[src/logic/smar_pkg.sv]
package smar_pkg;

  // ---------------------------------------------------------------
  // Bus geometry
  // ---------------------------------------------------------------
  localparam int ADDR_W = 12;
  localparam int DATA_W = 32;
  localparam int REG_COUNT = 13;

  // ---------------------------------------------------------------
  // Register indices
  // ---------------------------------------------------------------
  localparam int IDX_HSYNC = 0;
  localparam int IDX_VSYNC = 1;
  localparam int IDX_ACTIVE_PIXEL_COUNT = 2;
  localparam int IDX_VRES = 3;
  localparam int IDX_HSTART = 4;
  localparam int IDX_VSTART = 5;
  localparam int IDX_ATTR_A = 6;
  localparam int IDX_ATTR_B = 7;
  localparam int IDX_RATIO_M = 8;
  localparam int IDX_TU_SIZE = 9;
  localparam int IDX_RATIO_N = 10;
  localparam int IDX_PIX_CNT = 11;
  localparam int IDX_LANE_WC = 12;

  // ---------------------------------------------------------------
  // Byte offsets, writable masks and reset values
  // ---------------------------------------------------------------
  localparam logic [ADDR_W-1:0] REG_OFFSET [REG_COUNT] = '{
    12'h55c, 12'h560, 12'h564, 12'h568, 12'h56c, 12'h570, 12'h574,
    12'h578, 12'h57c, 12'h580, 12'h584, 12'h588, 12'h58c};
  localparam logic [DATA_W-1:0] REG_MASK [REG_COUNT] = '{
    32'h0000_7fff, 32'h0000_7fff, 32'h0000_ffff, 32'h0000_ffff,
    32'h0000_ffff, 32'h0000_ffff, 32'h0000_00ff, 32'h0000_0087,
    32'h00ff_ffff, 32'h0000_007e, 32'h00ff_ffff, 32'h0000_0007,
    32'h0000_ffff};
  localparam logic [DATA_W-1:0] REG_RESET [REG_COUNT] = '{
    32'h0, 32'h0, 32'h0, 32'h0, 32'h0, 32'h0, 32'h0,
    32'h0, 32'h0, 32'h0000_0040, 32'h0, 32'h0, 32'h0};
  localparam logic [ADDR_W-1:0] STATUS_OFFSET = 12'h5fc;

  // ---------------------------------------------------------------
  // Field positions
  // ---------------------------------------------------------------
  localparam int SYNC_W = 15;
  localparam int RES_W = 16;
  localparam int RATIO_W = 24;
  localparam int TU_W = 7;
  localparam int PIX_W = 3;
  localparam int LANE_WC_W = 16;
  localparam int ATTR_SYNC_CLK = 0;
  localparam int ATTR_FMT_LO = 1;
  localparam int ATTR_FMT_HI = 2;
  localparam int ATTR_RANGE = 3;
  localparam int ATTR_COLORIM = 4;
  localparam int ATTR_DEPTH_LO = 5;
  localparam int ATTR_DEPTH_HI = 7;
  localparam int ATTRB_EVEN = 0;
  localparam int ATTRB_STEREO_LO = 1;
  localparam int ATTRB_STEREO_HI = 2;

  // ---------------------------------------------------------------
  // Field encodings and limits
  // ---------------------------------------------------------------
  localparam logic [PIX_W-1:0] PIX_SINGLE = 3'h1;
  localparam logic [PIX_W-1:0] PIX_DUAL = 3'h2;
  localparam logic [PIX_W-1:0] PIX_QUAD = 3'h4;
  localparam logic [TU_W-1:0] TU_MIN = 7'h20;
  localparam logic [TU_W-1:0] TU_MAX = 7'h40;
  localparam int ST_TU_OK = 0;
  localparam int ST_PIX_OK = 1;
  localparam int ST_AUTO_RATIO = 2;
  localparam int ST_MST_OK = 3;

endpackage

[src/logic/smar_field_reg.sv]
`timescale 1ns/10ps
module smar_field_reg #(
  parameter logic [31:0] MASK = 32'hffff_ffff,
  parameter logic [31:0] RESET_VAL = 32'h0
) (
  // Clock and reset
  input wire logic clock,
  input wire logic nrst,
  // Write side
  input wire logic wrEn,
  input wire logic [31:0] wrData,
  // Stored value
  output logic [31:0] value
);

  // ---------------------------------------------------------------
  // Masked storage
  // ---------------------------------------------------------------
  // Unmasked bits hold their reset value, zero for every unused bit
  always_ff @(posedge clock or negedge nrst) begin
    if (!nrst) begin
      value <= RESET_VAL & MASK;
    end else if (wrEn) begin
      value <= (wrData & MASK) | (value & ~MASK);
    end
  end

endmodule

[src/logic/smar_regs.sv]
`timescale 1ns/10ps
// Behaviour
// - Hsync width is 15 bits, clocks
// - Vsync width is 15 bits, lines
// - Active pixels per line, 16 bits
// - Active lines per frame, 16 bits
// - Horizontal start offset, 16 bits
// - Vertical start offset, 16 bits
// - Attribute byte A fields as listed
// - Attribute byte B fields, 6:3 reserved
// - Async mode: device M, register untouched
// - Async N never copied into register
// - Transfer unit size resets to 64
// - Size bit 0 ignores writes
// - Pixel width selects 1, 2, 4
module smar_regs (
  // Clock and reset
  input wire logic clock,
  input wire logic nrst,
  // Register port
  input wire logic [smar_pkg::ADDR_W-1:0] addr,
  input wire logic [smar_pkg::DATA_W-1:0] wrData,
  input wire logic wrEn,
  input wire logic rdEn,
  output logic [smar_pkg::DATA_W-1:0] rdData,
  // Link mode and automatic ratio values
  input wire logic multiStreamTransportMode,
  input wire logic [smar_pkg::RATIO_W-1:0] autoRatioM,
  input wire logic [smar_pkg::RATIO_W-1:0] autoRatioN,
  // Timing to the framing logic
  output logic [smar_pkg::SYNC_W-1:0] hsyncPulseWidth,
  output logic [smar_pkg::SYNC_W-1:0] vsyncPulseWidth,
  output logic [smar_pkg::RES_W-1:0] activePixelsPerLine,
  output logic [smar_pkg::RES_W-1:0] activeLinesPerFrame,
  output logic [smar_pkg::RES_W-1:0] horizontalStartOffset,
  output logic [smar_pkg::RES_W-1:0] verticalStartOffset,
  // Attribute bytes
  output logic [7:0] streamAttrByteA,
  output logic [7:0] streamAttrByteB,
  output logic syncClockMode,
  output logic [1:0] componentFormat,
  output logic dynamicRange,
  output logic colorimetry,
  output logic [2:0] bitDepth,
  output logic interlaceEvenTotal,
  output logic [1:0] stereoAttr,
  // Ratio values inserted into the stream
  output logic [smar_pkg::RATIO_W-1:0] streamRatioM,
  output logic [smar_pkg::RATIO_W-1:0] streamRatioN,
  // Framing and input port setup
  output logic [smar_pkg::TU_W-1:0] framingUnitSize,
  output logic [2:0] pixelsPerClockOneHot,
  output logic [smar_pkg::LANE_WC_W-1:0] laneWordCount
);
  import smar_pkg::*;

  // ---------------------------------------------------------------
  // Address decode
  // ---------------------------------------------------------------
  logic [REG_COUNT-1:0] hit;
  logic [DATA_W-1:0] regValue [REG_COUNT];
  logic statusHit;

  assign statusHit = (addr == STATUS_OFFSET);

  // ---------------------------------------------------------------
  // Register storage
  // ---------------------------------------------------------------
  // Masks keep only documented bits; bit 0 of the size never writes
  generate
    for (genvar i = 0; i < REG_COUNT; i++) begin : gen_reg
      assign hit[i] = (addr == REG_OFFSET[i]);
      smar_field_reg #(
        .MASK(REG_MASK[i]),
        .RESET_VAL(REG_RESET[i])
      ) u_field (
        .clock(clock),
        .nrst(nrst),
        .wrEn(wrEn && hit[i]),
        .wrData(wrData),
        .value(regValue[i])
      );
    end
  endgenerate

  // ---------------------------------------------------------------
  // Named views of stored fields
  // ---------------------------------------------------------------
  logic [SYNC_W-1:0] hsyncVal;
  logic [SYNC_W-1:0] vsyncVal;
  logic [RES_W-1:0] hresVal;
  logic [RES_W-1:0] vresVal;
  logic [RES_W-1:0] hstartVal;
  logic [RES_W-1:0] vstartVal;
  logic [7:0] attrAVal;
  logic [7:0] attrBVal;
  logic [RATIO_W-1:0] ratioMVal;
  logic [RATIO_W-1:0] ratioNVal;
  logic [TU_W-1:0] tuVal;
  logic [PIX_W-1:0] pixVal;
  logic [LANE_WC_W-1:0] laneWcVal;

  assign hsyncVal = regValue[IDX_HSYNC][SYNC_W-1:0];
  assign vsyncVal = regValue[IDX_VSYNC][SYNC_W-1:0];
  assign hresVal = regValue[IDX_ACTIVE_PIXEL_COUNT][RES_W-1:0];
  assign vresVal = regValue[IDX_VRES][RES_W-1:0];
  assign hstartVal = regValue[IDX_HSTART][RES_W-1:0];
  assign vstartVal = regValue[IDX_VSTART][RES_W-1:0];
  assign attrAVal = regValue[IDX_ATTR_A][7:0];
  assign attrBVal = regValue[IDX_ATTR_B][7:0];
  assign ratioMVal = regValue[IDX_RATIO_M][RATIO_W-1:0];
  assign ratioNVal = regValue[IDX_RATIO_N][RATIO_W-1:0];
  assign tuVal = regValue[IDX_TU_SIZE][TU_W-1:0];
  assign pixVal = regValue[IDX_PIX_CNT][PIX_W-1:0];
  assign laneWcVal = regValue[IDX_LANE_WC][LANE_WC_W-1:0];

  // ---------------------------------------------------------------
  // Status word
  // ---------------------------------------------------------------
  logic tuInRange;
  logic pixLegal;
  logic mstWidthOk;
  logic [DATA_W-1:0] statusWord;

  assign tuInRange = (tuVal >= TU_MIN) && (tuVal <= TU_MAX);
  assign pixLegal = (pixVal == PIX_SINGLE) || (pixVal == PIX_DUAL) ||
    (pixVal == PIX_QUAD);
  assign mstWidthOk = !multiStreamTransportMode || (pixVal == PIX_QUAD);

  always_comb begin
    statusWord = '0;
    statusWord[ST_TU_OK] = tuInRange;
    statusWord[ST_PIX_OK] = pixLegal;
    statusWord[ST_AUTO_RATIO] = !attrAVal[ATTR_SYNC_CLK];
    statusWord[ST_MST_OK] = mstWidthOk;
  end

  // ---------------------------------------------------------------
  // Read path
  // ---------------------------------------------------------------
  // Ratio registers return only what software wrote, never auto values
  logic [DATA_W-1:0] readMux;

  always_comb begin
    readMux = '0;
    for (int j = 0; j < REG_COUNT; j++) begin
      if (hit[j]) begin
        readMux = regValue[j];
      end
    end
    if (statusHit) begin
      readMux = statusWord;
    end
  end

  // Data stand for exactly one cycle after the read strobe
  always_ff @(posedge clock or negedge nrst) begin
    if (!nrst) begin
      rdData <= '0;
    end else if (rdEn) begin
      rdData <= readMux;
    end else begin
      rdData <= '0;
    end
  end

  // ---------------------------------------------------------------
  // Timing outputs
  // ---------------------------------------------------------------
  always_ff @(posedge clock or negedge nrst) begin
    if (!nrst) begin
      hsyncPulseWidth <= '0;
      vsyncPulseWidth <= '0;
      activePixelsPerLine <= '0;
      activeLinesPerFrame <= '0;
      horizontalStartOffset <= '0;
      verticalStartOffset <= '0;
    end else begin
      hsyncPulseWidth <= hsyncVal;
      vsyncPulseWidth <= vsyncVal;
      activePixelsPerLine <= hresVal;
      activeLinesPerFrame <= vresVal;
      horizontalStartOffset <= hstartVal;
      verticalStartOffset <= vstartVal;
    end
  end

  // ---------------------------------------------------------------
  // Attribute outputs
  // ---------------------------------------------------------------
  always_ff @(posedge clock or negedge nrst) begin
    if (!nrst) begin
      streamAttrByteA <= '0;
      streamAttrByteB <= '0;
      syncClockMode <= 1'b0;
      componentFormat <= '0;
      dynamicRange <= 1'b0;
      colorimetry <= 1'b0;
      bitDepth <= '0;
      interlaceEvenTotal <= 1'b0;
      stereoAttr <= '0;
    end else begin
      streamAttrByteA <= attrAVal;
      streamAttrByteB <= attrBVal;
      syncClockMode <= attrAVal[ATTR_SYNC_CLK];
      componentFormat <= attrAVal[ATTR_FMT_HI:ATTR_FMT_LO];
      dynamicRange <= attrAVal[ATTR_RANGE];
      colorimetry <= attrAVal[ATTR_COLORIM];
      bitDepth <= attrAVal[ATTR_DEPTH_HI:ATTR_DEPTH_LO];
      interlaceEvenTotal <= attrBVal[ATTRB_EVEN];
      stereoAttr <= attrBVal[ATTRB_STEREO_HI:ATTRB_STEREO_LO];
    end
  end

  // ---------------------------------------------------------------
  // Ratio values sent in the stream
  // ---------------------------------------------------------------
  // Synchronous mode sends the programmed pair; otherwise the
  // automatically computed pair goes out and the registers stay put
  always_ff @(posedge clock or negedge nrst) begin
    if (!nrst) begin
      streamRatioM <= '0;
      streamRatioN <= '0;
    end else if (attrAVal[ATTR_SYNC_CLK]) begin
      streamRatioM <= ratioMVal;
      streamRatioN <= ratioNVal;
    end else begin
      streamRatioM <= autoRatioM;
      streamRatioN <= autoRatioN;
    end
  end

  // ---------------------------------------------------------------
  // Framing and input port outputs
  // ---------------------------------------------------------------
  // Unknown width codes leave the port in single pixel mode
  logic [2:0] pixOneHotNext;

  always_comb begin
    case (pixVal)
      PIX_DUAL: pixOneHotNext = 3'h2;
      PIX_QUAD: pixOneHotNext = 3'h4;
      default: pixOneHotNext = 3'h1;
    endcase
  end

  always_ff @(posedge clock or negedge nrst) begin
    if (!nrst) begin
      framingUnitSize <= REG_RESET[IDX_TU_SIZE][TU_W-1:0];
      pixelsPerClockOneHot <= 3'h1;
      laneWordCount <= '0;
    end else begin
      framingUnitSize <= tuVal;
      pixelsPerClockOneHot <= pixOneHotNext;
      laneWordCount <= laneWcVal;
    end
  end

endmodule

[config.mk]
export PLATFORM = sky130hd
export DESIGN_NAME = smar_regs
export DESIGN_NICKNAME = d
export VERILOG_FILES = /design/src/logic/smar_pkg.sv /design/src/logic/smar_field_reg.sv /design/src/logic/smar_regs.sv
export SDC_FILE = /design/constraint.sdc
export NUM_CORES = 1
export LEC_CHECK = 0
export BUFFER_PORTS_ARGS = -buffer_cell sky130_fd_sc_hd__buf_2
export CORE_ASPECT_RATIO = 0.8
export CORE_MARGIN = 2
export CORE_UTILIZATION = 45
export CTS_CLUSTER_DIAMETER = 50
export DETAILED_ROUTE_END_ITERATION = 12
export HOLD_SLACK_MARGIN = 0.05
export PLACE_DENSITY = 0.72
export SYNTH_ARGS = -nofsm -noshare
export SYNTH_HDL_FRONTEND = slang
export SYNTH_SLANG_ARGS = --single-unit
[constraint.sdc]
create_clock -name clock -period 4.5 [get_ports clock]
set_clock_uncertainty 0.2 [all_clocks]
set_input_delay 1.125 -clock clock [delete_from_list [all_inputs] [get_ports clock]]
set_output_delay 1.125 -clock clock [all_outputs]
set_load 0.03 [all_outputs]
# Word level (Yosys, flattened, before mapping)
# Cells that the tools add are included.
[op_classes] order_cmp=2 eq_ne=17 n_mux=18 n_bitwise=13 reduce_logical=19
[op_table] cell="$mux 32" count=15
[op_table] cell="$eq 12x11->1 const B" count=14
[op_table] cell="$or 16x32->32" count=5
[op_table] cell="$or 15x32->32" count=2
[op_table] cell="$or 24x32->32" count=2
[op_table] cell="$or 8x32->32" count=2
[op_table] cell="$mux 24" count=2
[op_table] cell="$or 3x32->32" count=1
[op_table] cell="$or 7x32->32" count=1
[op_table] cell="$logic_and 1x1->1" count=14
[op_table] cell="$ge 7x6->1 const B" count=1
[op_table] cell="$le 7x7->1 const B" count=1
[op_table] cell="$pmux 3 s2" count=1
[op_table] cell="$eq 3x1->1 const B" count=1
[op_table] cell="$eq 3x2->1 const B" count=1
[op_table] cell="$eq 3x3->1 const B" count=1
[op_table] cell="$logic_or 1x1->1" count=3
[op_table] cell="$logic_not 1->1" count=2
[word_totals] register_bits=643 inputBits=97 output_inout_bits=227 elab_cells=103

# Longest topological paths before layout
# Gate-level depths: netlist of the first run.
[logic_depth] word_depth=16 mapped_depth=9 depth_no_buf=6

# By module
# Synthesis of the first run repeated with hierarchy kept, for this count alone.
[hier_totals] cells_unflattened=1690 area_unflattened_um2=19777.7
[modules_own_cells] module="smar_regs" instances=1 cells_each=1060 area_each_um2=10644.0 seq_area_each_um2=5407.7
[modules_own_cells] module="smar_field_reg (gen_reg[12].u_field ...)" instances=5 cells_each=51 area_each_um2=773.2 seq_area_each_um2=400.4
[modules_own_cells] module="smar_field_reg (gen_reg[10].u_field ...)" instances=2 cells_each=60 area_each_um2=1061.0 seq_area_each_um2=600.6
[modules_own_cells] module="smar_field_reg (gen_reg[0].u_field ...)" instances=2 cells_each=50 area_each_um2=744.5 seq_area_each_um2=375.4
[modules_own_cells] module="smar_field_reg (gen_reg[6].u_field)" instances=1 cells_each=42 area_each_um2=515.5 seq_area_each_um2=200.2
[modules_own_cells] module="smar_field_reg (gen_reg[9].u_field)" instances=1 cells_each=40 area_each_um2=451.7 seq_area_each_um2=151.4
[modules_own_cells] module="smar_field_reg (gen_reg[7].u_field)" instances=1 cells_each=37 area_each_um2=359.1 seq_area_each_um2=100.1
[modules_own_cells] module="smar_field_reg (gen_reg[11].u_field)" instances=1 cells_each=36 area_each_um2=330.3 seq_area_each_um2=75.1

# Least setup slack after synthesis of the first run
# No wires, ideal clock.
[synth_timing] path_kind="input to register" startpoint="in addr[5] in the netlist's numbering" endpoint="reg gen_reg[10].u_field.value[10]" setup_ps=125 arrival_time_ps=2611 required_time_ps=4175 slack_ps=1564 stages=5 path_buffers=1 path_cell_list="or4b_4 nor3_4 nand2_4 buf_6 mux2_4"
[synth_between] elab_chain_cells=2
[synth_rtl] item="start: declaration" line_no="smar_regs.sv:21" source="input wire logic [smar_pkg::ADDR_W-1:0] addr,"
[synth_rtl] item="$eq 12x11->1" line_no="smar_regs.sv:72" source="assign hit[i] = (addr == REG_OFFSET[i]);"
[synth_rtl] item="$logic_and 1x1->1" line_no="smar_regs.sv:79" source=".wrEn(wrEn && hit[i]),"
[synth_rtl] item="end signal: assignment" line_no="smar_field_reg.sv:22" source="value <= RESET_VAL & MASK;"
[synth_rtl] item="end signal: assignment" line_no="smar_field_reg.sv:24" source="value <= (wrData & MASK) | (value & ~MASK);"
[synth_rtl] item="end: declaration" line_no="smar_field_reg.sv:13" source="output logic [31:0] value"
# Every way passes these cells.
# A chain may end at the register's enable or synchronous reset.

# Final worst setup path of the first run
[layout_timing] startpoint="in addr[4] in the netlist's numbering" endpoint="reg gen_reg[5].u_field.value[5]"
[layout_between] elab_chain_cells=2
[layout_rtl] item="$eq 12x11->1" line_no="smar_regs.sv:72"
[layout_rtl] item="$logic_and 1x1->1" line_no="smar_regs.sv:79"
[layout_rtl] item="end signal: assignment" line_no="smar_field_reg.sv:22"
[layout_rtl] item="end signal: assignment" line_no="smar_field_reg.sv:24"
[layout_rtl] item="end: declaration" line_no="smar_field_reg.sv:13"
# Every way passes these cells.

==> results.tsv, run 1 <==
stage	metric	value	unit
run_status	status	finished, final reports clean	
detailed_routing	viasPerCell	5.55	
sta	min_period	3.84	ns
global_route	grt_pass1_wl	62800	µm
power	power_density	398	nW/µm²
logic_synthesis	avgSynthCellArea	14.4	µm²
logic_synthesis	synthArstFlopShare	100	%
place	port_buffers	310	
clocking	cts-buffers-inserted	40	
logic_synthesis	ys_ff_latch	383	
clocking	clk_pin_slew	0.06	ns
global_route	grt_max_degree	122	
logic_synthesis	synthFlopType	dfrtp_1	
worst_setup_path	path_class	input pin to flop	
finish	layout_commonest_cell	dfrtp_1	
floorplanning	core	32600	µm²
power	p_leak	9.50	nW
logic_synthesis	synth_edf_count	0	
clocking	clk_latency	0.55	ns
clocking	clock-sinks	383	
logic_synthesis	synthCells	1034	
finish	drive_above_1_share	49.0	%
sta	setup_tns	0	ns
clocking	post_cts_resize_count	0	
clocking	clock-root-buffer	clkbuf_16	
detailed_routing	wl	41700	µm
finish	most-common-layout-cells	379 x dfrtp_1, 309 x buf_2, 213 x mux2_2	
floorplanning	num_rows	59	
detailed_routing	drt_iter0_markers	591	
sta	fin_ws	0.660	ns
finish	nets	1436	
detailed_routing	wl_per_cell	23.2	µm
place	dpl.hpwl	29200	µm
power	ir_worst_vdd	0.205	mV
floorplanning	dieArea	34500	µm²
clocking	cts_hold_buf	0	
worst_setup_path	startpoint_type	input pin	
sta	fin_crit_sh	85.3	%
logic_synthesis	yosysWarnings	0	
place	place_congestion	0.927	
floorplanning	die_y	167	µm
sta	tightest_slew	1.02	ns
place	dp_slack	0.239	ns
global_route	antenna_found_initial	2	
place	place_area	16800	µm²
detailed_routing	num_vias	9977	
worst_setup_path	crit_required	4.71	ns
worst_hold_path	whs_path_depth	0	
worst_setup_path	arrival	4.05	ns
sta	max_freq	0.260	GHz
worst_hold_path	hold_class	flop to flop	
logic_synthesis	synth_area	14900	µm²
sta	rsz0062_at_grt	false	
clocking	cts_max_path_buffers	3	
sta	max_slew_margin	31.7	%
floorplanning	start_util	45.7	%
sta	hold_viol_final	0	
detailed_routing	drc_errors	0	
finish	design_area	18200	µm²
worst_setup_path	worst-path-max-fanout	17	
floorplanning	ios	324	
clocking	cts_setup_buffers	0	
global_route	grt_pass1_vias	10000	
worst_setup_path	reg2reg_depth	6	
finish	syn_to_final_growth	22.3	%
run	max-cap-violations	0	
worst_setup_path	cp-end-kind	flop	
sta	drv_slew	0	
detailed_routing	dr.pass1.iters	7	
clocking	cts_max_level	2	
global_route	grtUsageTotal	24.0	%
global_route	overflow	0	
detailed_routing	postRouteAntennaNets	0	
floorplanning	die_w	207	µm
sta	setup_viol	0	
logic_synthesis	ys_types	71	
clocking	cts_tree	done	
finish	final_core_utilization	55.9	%
sta	whs	0.192	ns
logic_synthesis	yosysSeqAreaShare	64.4	%
area by class of cell:
class | instances | area, µm²
inverters | 9 | 33.8
diodes | 2 | 5.00
clock inverters | 15 | 173
multi-input cells | 563 | 4810
well taps | 427 | 534
fillers | 2660 | 14400
repair buffers | 342 | 1850
clock buffers | 56 | 1190
flip-flops and latches | 383 | 9590
Yosys cell counts (4+ instances only):
master     instances  area [µm²]
nand3_1           17        85.1
buf_4             26         195
a31oi_1            5        31.3
a22oi_1           15         113
nor2b_1            7        43.8
inv_1              9        33.8
a2bb2oi_1          4        35.0
a21oi_1           25         125
o211ai_1           4        30.0
a221oi_1           5        43.8
and2_1             5        31.3
mux2i_1            6        60.1
nand2_1           29         109
nor3_1            10        50.1
nand2b_1           8        50.1
mux2_2           213        2400
o21ai_0           57         285
nand3_2            6        60.1
o22ai_1            5        31.3
dfrtp_1          380        9510
nand3b_1           4        30.0
nor3b_1            5        37.5
o2bb2ai_1          9        78.8
nor2_1            27         101
mux2_4            20         300
and3_1             5        31.3
buf_2             20         100
clkbuf_1          32         120
a211oi_1          12        90.1
registers in the layout, summed over array words and instances (netlist names):
register	count
bitDepth	3
streamRatioM	24
activePixelsPerLine	16
rdData	25
pixelsPerClockOneHot	3
streamAttrByteA	4
streamAttrByteB	3
verticalStartOffset	16
vsyncPulseWidth	15
componentFormat	1
framingUnitSize	6
hsyncPulseWidth	15
horizontalStartOffset	16
streamRatioN	24
stereoAttr	1
activeLinesPerFrame	16
laneWordCount	16
gen.u_field.value	179
layer usage:
metal  wire (µm)  track usage (%)
met5           0                0
met4        1170             7.67
met3        2660             4.26
met2       19000             36.0
met1       18900             35.5
through the flow:
step / power, mW / cells
3_3_place_gp: 3.94 / 1724
5_1_grt: 7.50 / 1797
6_report: 7.24 / 1797
2_1_floorplan: 3.74 / 1039
4_1_cts: 7.32 / 1795
3_5_place_dp: 3.94 / 1724
critical path: stages:
cell,delay [ns]
buf_2,0.27
nand4b_2,0.32
nor3_2,0.83
nand3_1,0.93
mux2_2,0.56
cell families after synthesis:
family                 after synthesis  share of synthesized area (%)
other                                1                         0.0252
buffers and inverters               93                           3.32
XOR/XNOR                             1                         0.0589
AND/OR/NAND/NOR                    150                           6.31
flip-flops                         383                           64.4
AO/OA/AOI/OAI                      167                           7.29
multiplexers                       239                           18.5
where the power goes:
group	total, mW	internal [mW]	leakage (nW)	switching (mW)
Clock	3.36	1.99	0.674	1.37
Sequential	3.49	3.48	5.22	0.0156
Combinational	0.387	0.110	3.60	0.276
worst paths after layout:
path / slack (ns) / from / to
worst min-delay path: 0.19 / gen_reg[4].u_field.value[8]$_DFFE_PN0P_ / horizontalStartOffset[8]$_DFF_PN0_
worst max register to register: 2.42 / gen_reg[1].u_field.value[6]$_DFFE_PN0P_ / rdData[6]$_DFF_PN0_
max in group asynchronous: 2.63 / nrst / streamRatioM[10]$_DFF_PN0_
worst max-delay path: 0.66 / addr[4] / gen_reg[5].u_field.value[5]$_DFFE_PN0P_
min in group asynchronous: 0.45 / nrst / activeLinesPerFrame[10]$_DFF_PN0_
worst min register to register: 0.19 / gen_reg[4].u_field.value[8]$_DFFE_PN0P_ / horizontalStartOffset[8]$_DFF_PN0_
(Power assumes the default switching activity.)
==> run 2, diff against run 1 <==
Settings changed: BUFFER_PORTS_ARGS -buffer_cell sky130_fd_sc_hd__buf_2 to unset, DONT_BUFFER_PORTS set to 1, PLACE_DENSITY 0.72 to 0.64.
==> run 2 against run 1 <==
  * Power shrank 1.5%
  * Design area shrank 9.3%
  * Critical path depth grew 1
  * Combinational power shrank 71%
  * Clock-buffer cell count is 1 higher
  * Die area unchanged
  * Non-clock buffer count fell by 327
  * Global-route usage decreased by 0.83 points
  * Sequential cell count unchanged
  * Utilization fell by 5.2 points
  * Highest routed layer unchanged
==> results.tsv, run 2 (synthesis gave the netlist of run 1 again) <==
stage	metric	value	unit	change
run_status	status	finished, final reports clean		unchanged
worst_setup_path	cp-end-kind	flop		unchanged
floorplanning	start_util	45.7	%	unchanged
detailed_routing	dr.pass1.iters	5		was 7
clocking	clk_latency	0.55	ns	about the same
sta	max_freq	0.319	GHz	was 0.260 GHz
floorplanning	die_w	207	µm	unchanged
clocking	cts_max_level	2		unchanged
floorplanning	ios	324		unchanged
finish	layoutNonFillerInstCount	1471		was 1797
clocking	cts_max_path_buffers	3		unchanged
sta	max_slew_margin	9.70	%	was 31.7%
clocking	cts_setup_buffers	0		unchanged
floorplanning	dieArea	34500	µm²	unchanged
floorplanning	num_rows	59		unchanged
worst_setup_path	cpMaxStageDelayCell	nand3_2		was nand3_1
place	dp_cells	1397		was 1724
global_route	overflow	0		unchanged
worst_setup_path	slowest_delay	0.70	ns	was 0.93 ns
global_route	grt_pass1_vias	8831		was 10.0k
detailed_routing	viasPerCell	5.87		was 5.55
finish	most-common-layout-cells	378 x dfrtp_1, 213 x mux2_2, 57 x o21ai_0		was 379 x dfrtp_1, 309 x buf_2, 213 x mux2_2
worst_setup_path	reg2reg_depth	6		unchanged
run	max-cap-violations	0		unchanged
sta	rsz0062_at_grt	false		unchanged
clocking	post_cts_resize_count	0		unchanged
finish	nets	1110		was 1436
worst_hold_path	hold_class	input pin to async pin		was flop to flop
power	power_density	432	nW/µm²	was 398 nW/µm²
clocking	cts-buffers-inserted	41		was 40
worst_setup_path	r2r_slack	2.40	ns	was 2.42 ns
detailed_routing	drc_errors	0		unchanged
detailed_routing	drt_iter0_markers	894		was 591
place	dpl.hpwl	26700	µm	was 29200 µm
finish	layout_commonest_cell	dfrtp_1		unchanged
sta	whs	0.0723	ns	was 0.192 ns
place	place_congestion	0.875		was 0.927
worst_setup_path	r2r_end	rdData[6]$_DFF_PN0_		unchanged
worst_setup_path	reg2reg_from	gen_reg[1].u_field.value[6]$_DFFE_PN0P_		unchanged
finish	regArea	9590	µm²	about the same
finish	antenna_cells	0		was 2
sta	drv_slew	0		unchanged
finish	largest_register	gen.u_field.value		unchanged
worst_setup_path	crit_chain	and4bb_2 -> nand2_1 -> buf_4 -> nor2_4 -> nand3_2 -> mux2_2		was buf_2 -> nand4b_2 -> nor3_2 -> nand3_1 -> mux2_2
finish	multiInputGateArea	4810	µm²	unchanged
power	p_leak	7.93	nW	was 9.50 nW
finish	largest_reg_flops	179		unchanged
sta	hold_viol_final	0		unchanged
floorplanning	core	32600	µm²	unchanged
detailed_routing	num_vias	8638		was 9977
worst_setup_path	startpoint_type	input pin		unchanged
place	port_buffers	0		was 310
clocking	cts_tree	done		unchanged
worst_setup_path	arrival	3.36	ns	was 4.05 ns
worst_setup_path	path_class	input pin to flop		unchanged
power	ir_worst_vdd	0.233	mV	was 0.205 mV
finish	drive_above_1_share	33.4	%	was 49.0%
clocking	cts_hold_buf	0		unchanged
clocking	clock-root-buffer	clkbuf_16		unchanged
clocking	clock-sinks	383		unchanged
global_route	grt_pass1_wl	59900	µm	was 62800 µm
power	finalPower	7.13	mW	was 7.24 mW
sta	tightest_slew	1.35	ns	was 1.02 ns
global_route	grtUsageTotal	23.1	%	was 24.0%
clocking	clk_pin_slew	0.06	ns	about the same
sta	setup_tns	0	ns	unchanged
finish	fill_cells	2746		was 2660
sta	fin_ws	1.36	ns	was 0.660 ns
detailed_routing	wl_per_cell	27.1	µm	was 23.2 µm
sta	min_period	3.14	ns	was 3.84 ns
sta	fin_crit_sh	69.7	%	was 85.3%
finish	syn_to_final_growth	10.9	%	was 22.3%
detailed_routing	wl	39900	µm	was 41700 µm
worst_setup_path	worst-path-max-fanout	24		was 17
sta	setup_viol	0		unchanged
global_route	antenna_found_initial	0		was 2
place	dp_slack	0.801	ns	was 0.239 ns
worst_setup_path	crit_required	4.72	ns	was 4.71 ns
floorplanning	die_y	167	µm	unchanged
detailed_routing	postRouteAntennaNets	0		unchanged
global_route	grt_max_degree	384		was 122
finish	reg_top3	gen.u_field.value (179), rdData (25)		unchanged
## run 2: changes by cell type in the layout (fill, tap and decap cells not counted), sizes merged
cell,previous run,this run
clkinvlp,1,2
diode,2,0
buf,342,15
clkbuf,56,57
inv,11,15
clkinv,10,7
## run 2: worst max-delay path by stage
stage	start	to	slack, ns	cells after the start
floorplan	addr[5]	gen_reg[10].u_field.value[10]$_DFFE_PN0P_	1.56	5
global placement	addr[11]	gen_reg[8].u_field.value[13]$_DFFE_PN0P_	0.82	6
detailed placement	addr[11]	gen_reg[8].u_field.value[11]$_DFFE_PN0P_	0.80	6
CTS	addr[11]	gen_reg[8].u_field.value[12]$_DFFE_PN0P_	1.38	6
global route	addr[1]	gen_reg[8].u_field.value[12]$_DFFE_PN0P_	1.20	6
finish	addr[11]	gen_reg[8].u_field.value[18]$_DFFE_PN0P_	1.36	6
## run 2: worst max-delay path: cells and delay by family
kind                   cells  cell delay (ns)
buffers and inverters      1             0.26
multiplexers               1             0.54
AND/OR/NAND/NOR            4             1.41
## run 2: cell type report
type                       count  share of cell area [%]
clock buffer                  57                    7.51
timing repair buffer          15                   0.683
inverter                       9                   0.205
clock inverter                17                    1.05
tap                          427                    3.24
multi-input combinational    563                    29.2
sequential                   383                    58.1
## run 2: where the power goes
part           total, mW  switching, mW  internal, mW
registers           3.56         0.0860          3.48
clock network       3.45           1.39          2.06
logic              0.114         0.0632        0.0505
## run 2: routing by layer
metal | share of wire, % | GRT usage, % | vias to the layer above
met5 | 0 | 0 | -
met4 | 2.2 | 6.55 | 0
met3 | 7.6 | 6.26 | 66
met2 | 46 | 35.3 | 378
met1 | 44 | 32.7 | 4547
li1 | - | - | 3647
## run 2: metrics by stage
stage          util (%)  cell area, µm²
2_1_floorplan         -           14900
3_3_place_gp       46.3           15100
3_5_place_dp       46.3           15100
4_1_cts            50.7           16500
5_1_grt            50.7           16500
6_report           50.7           16500
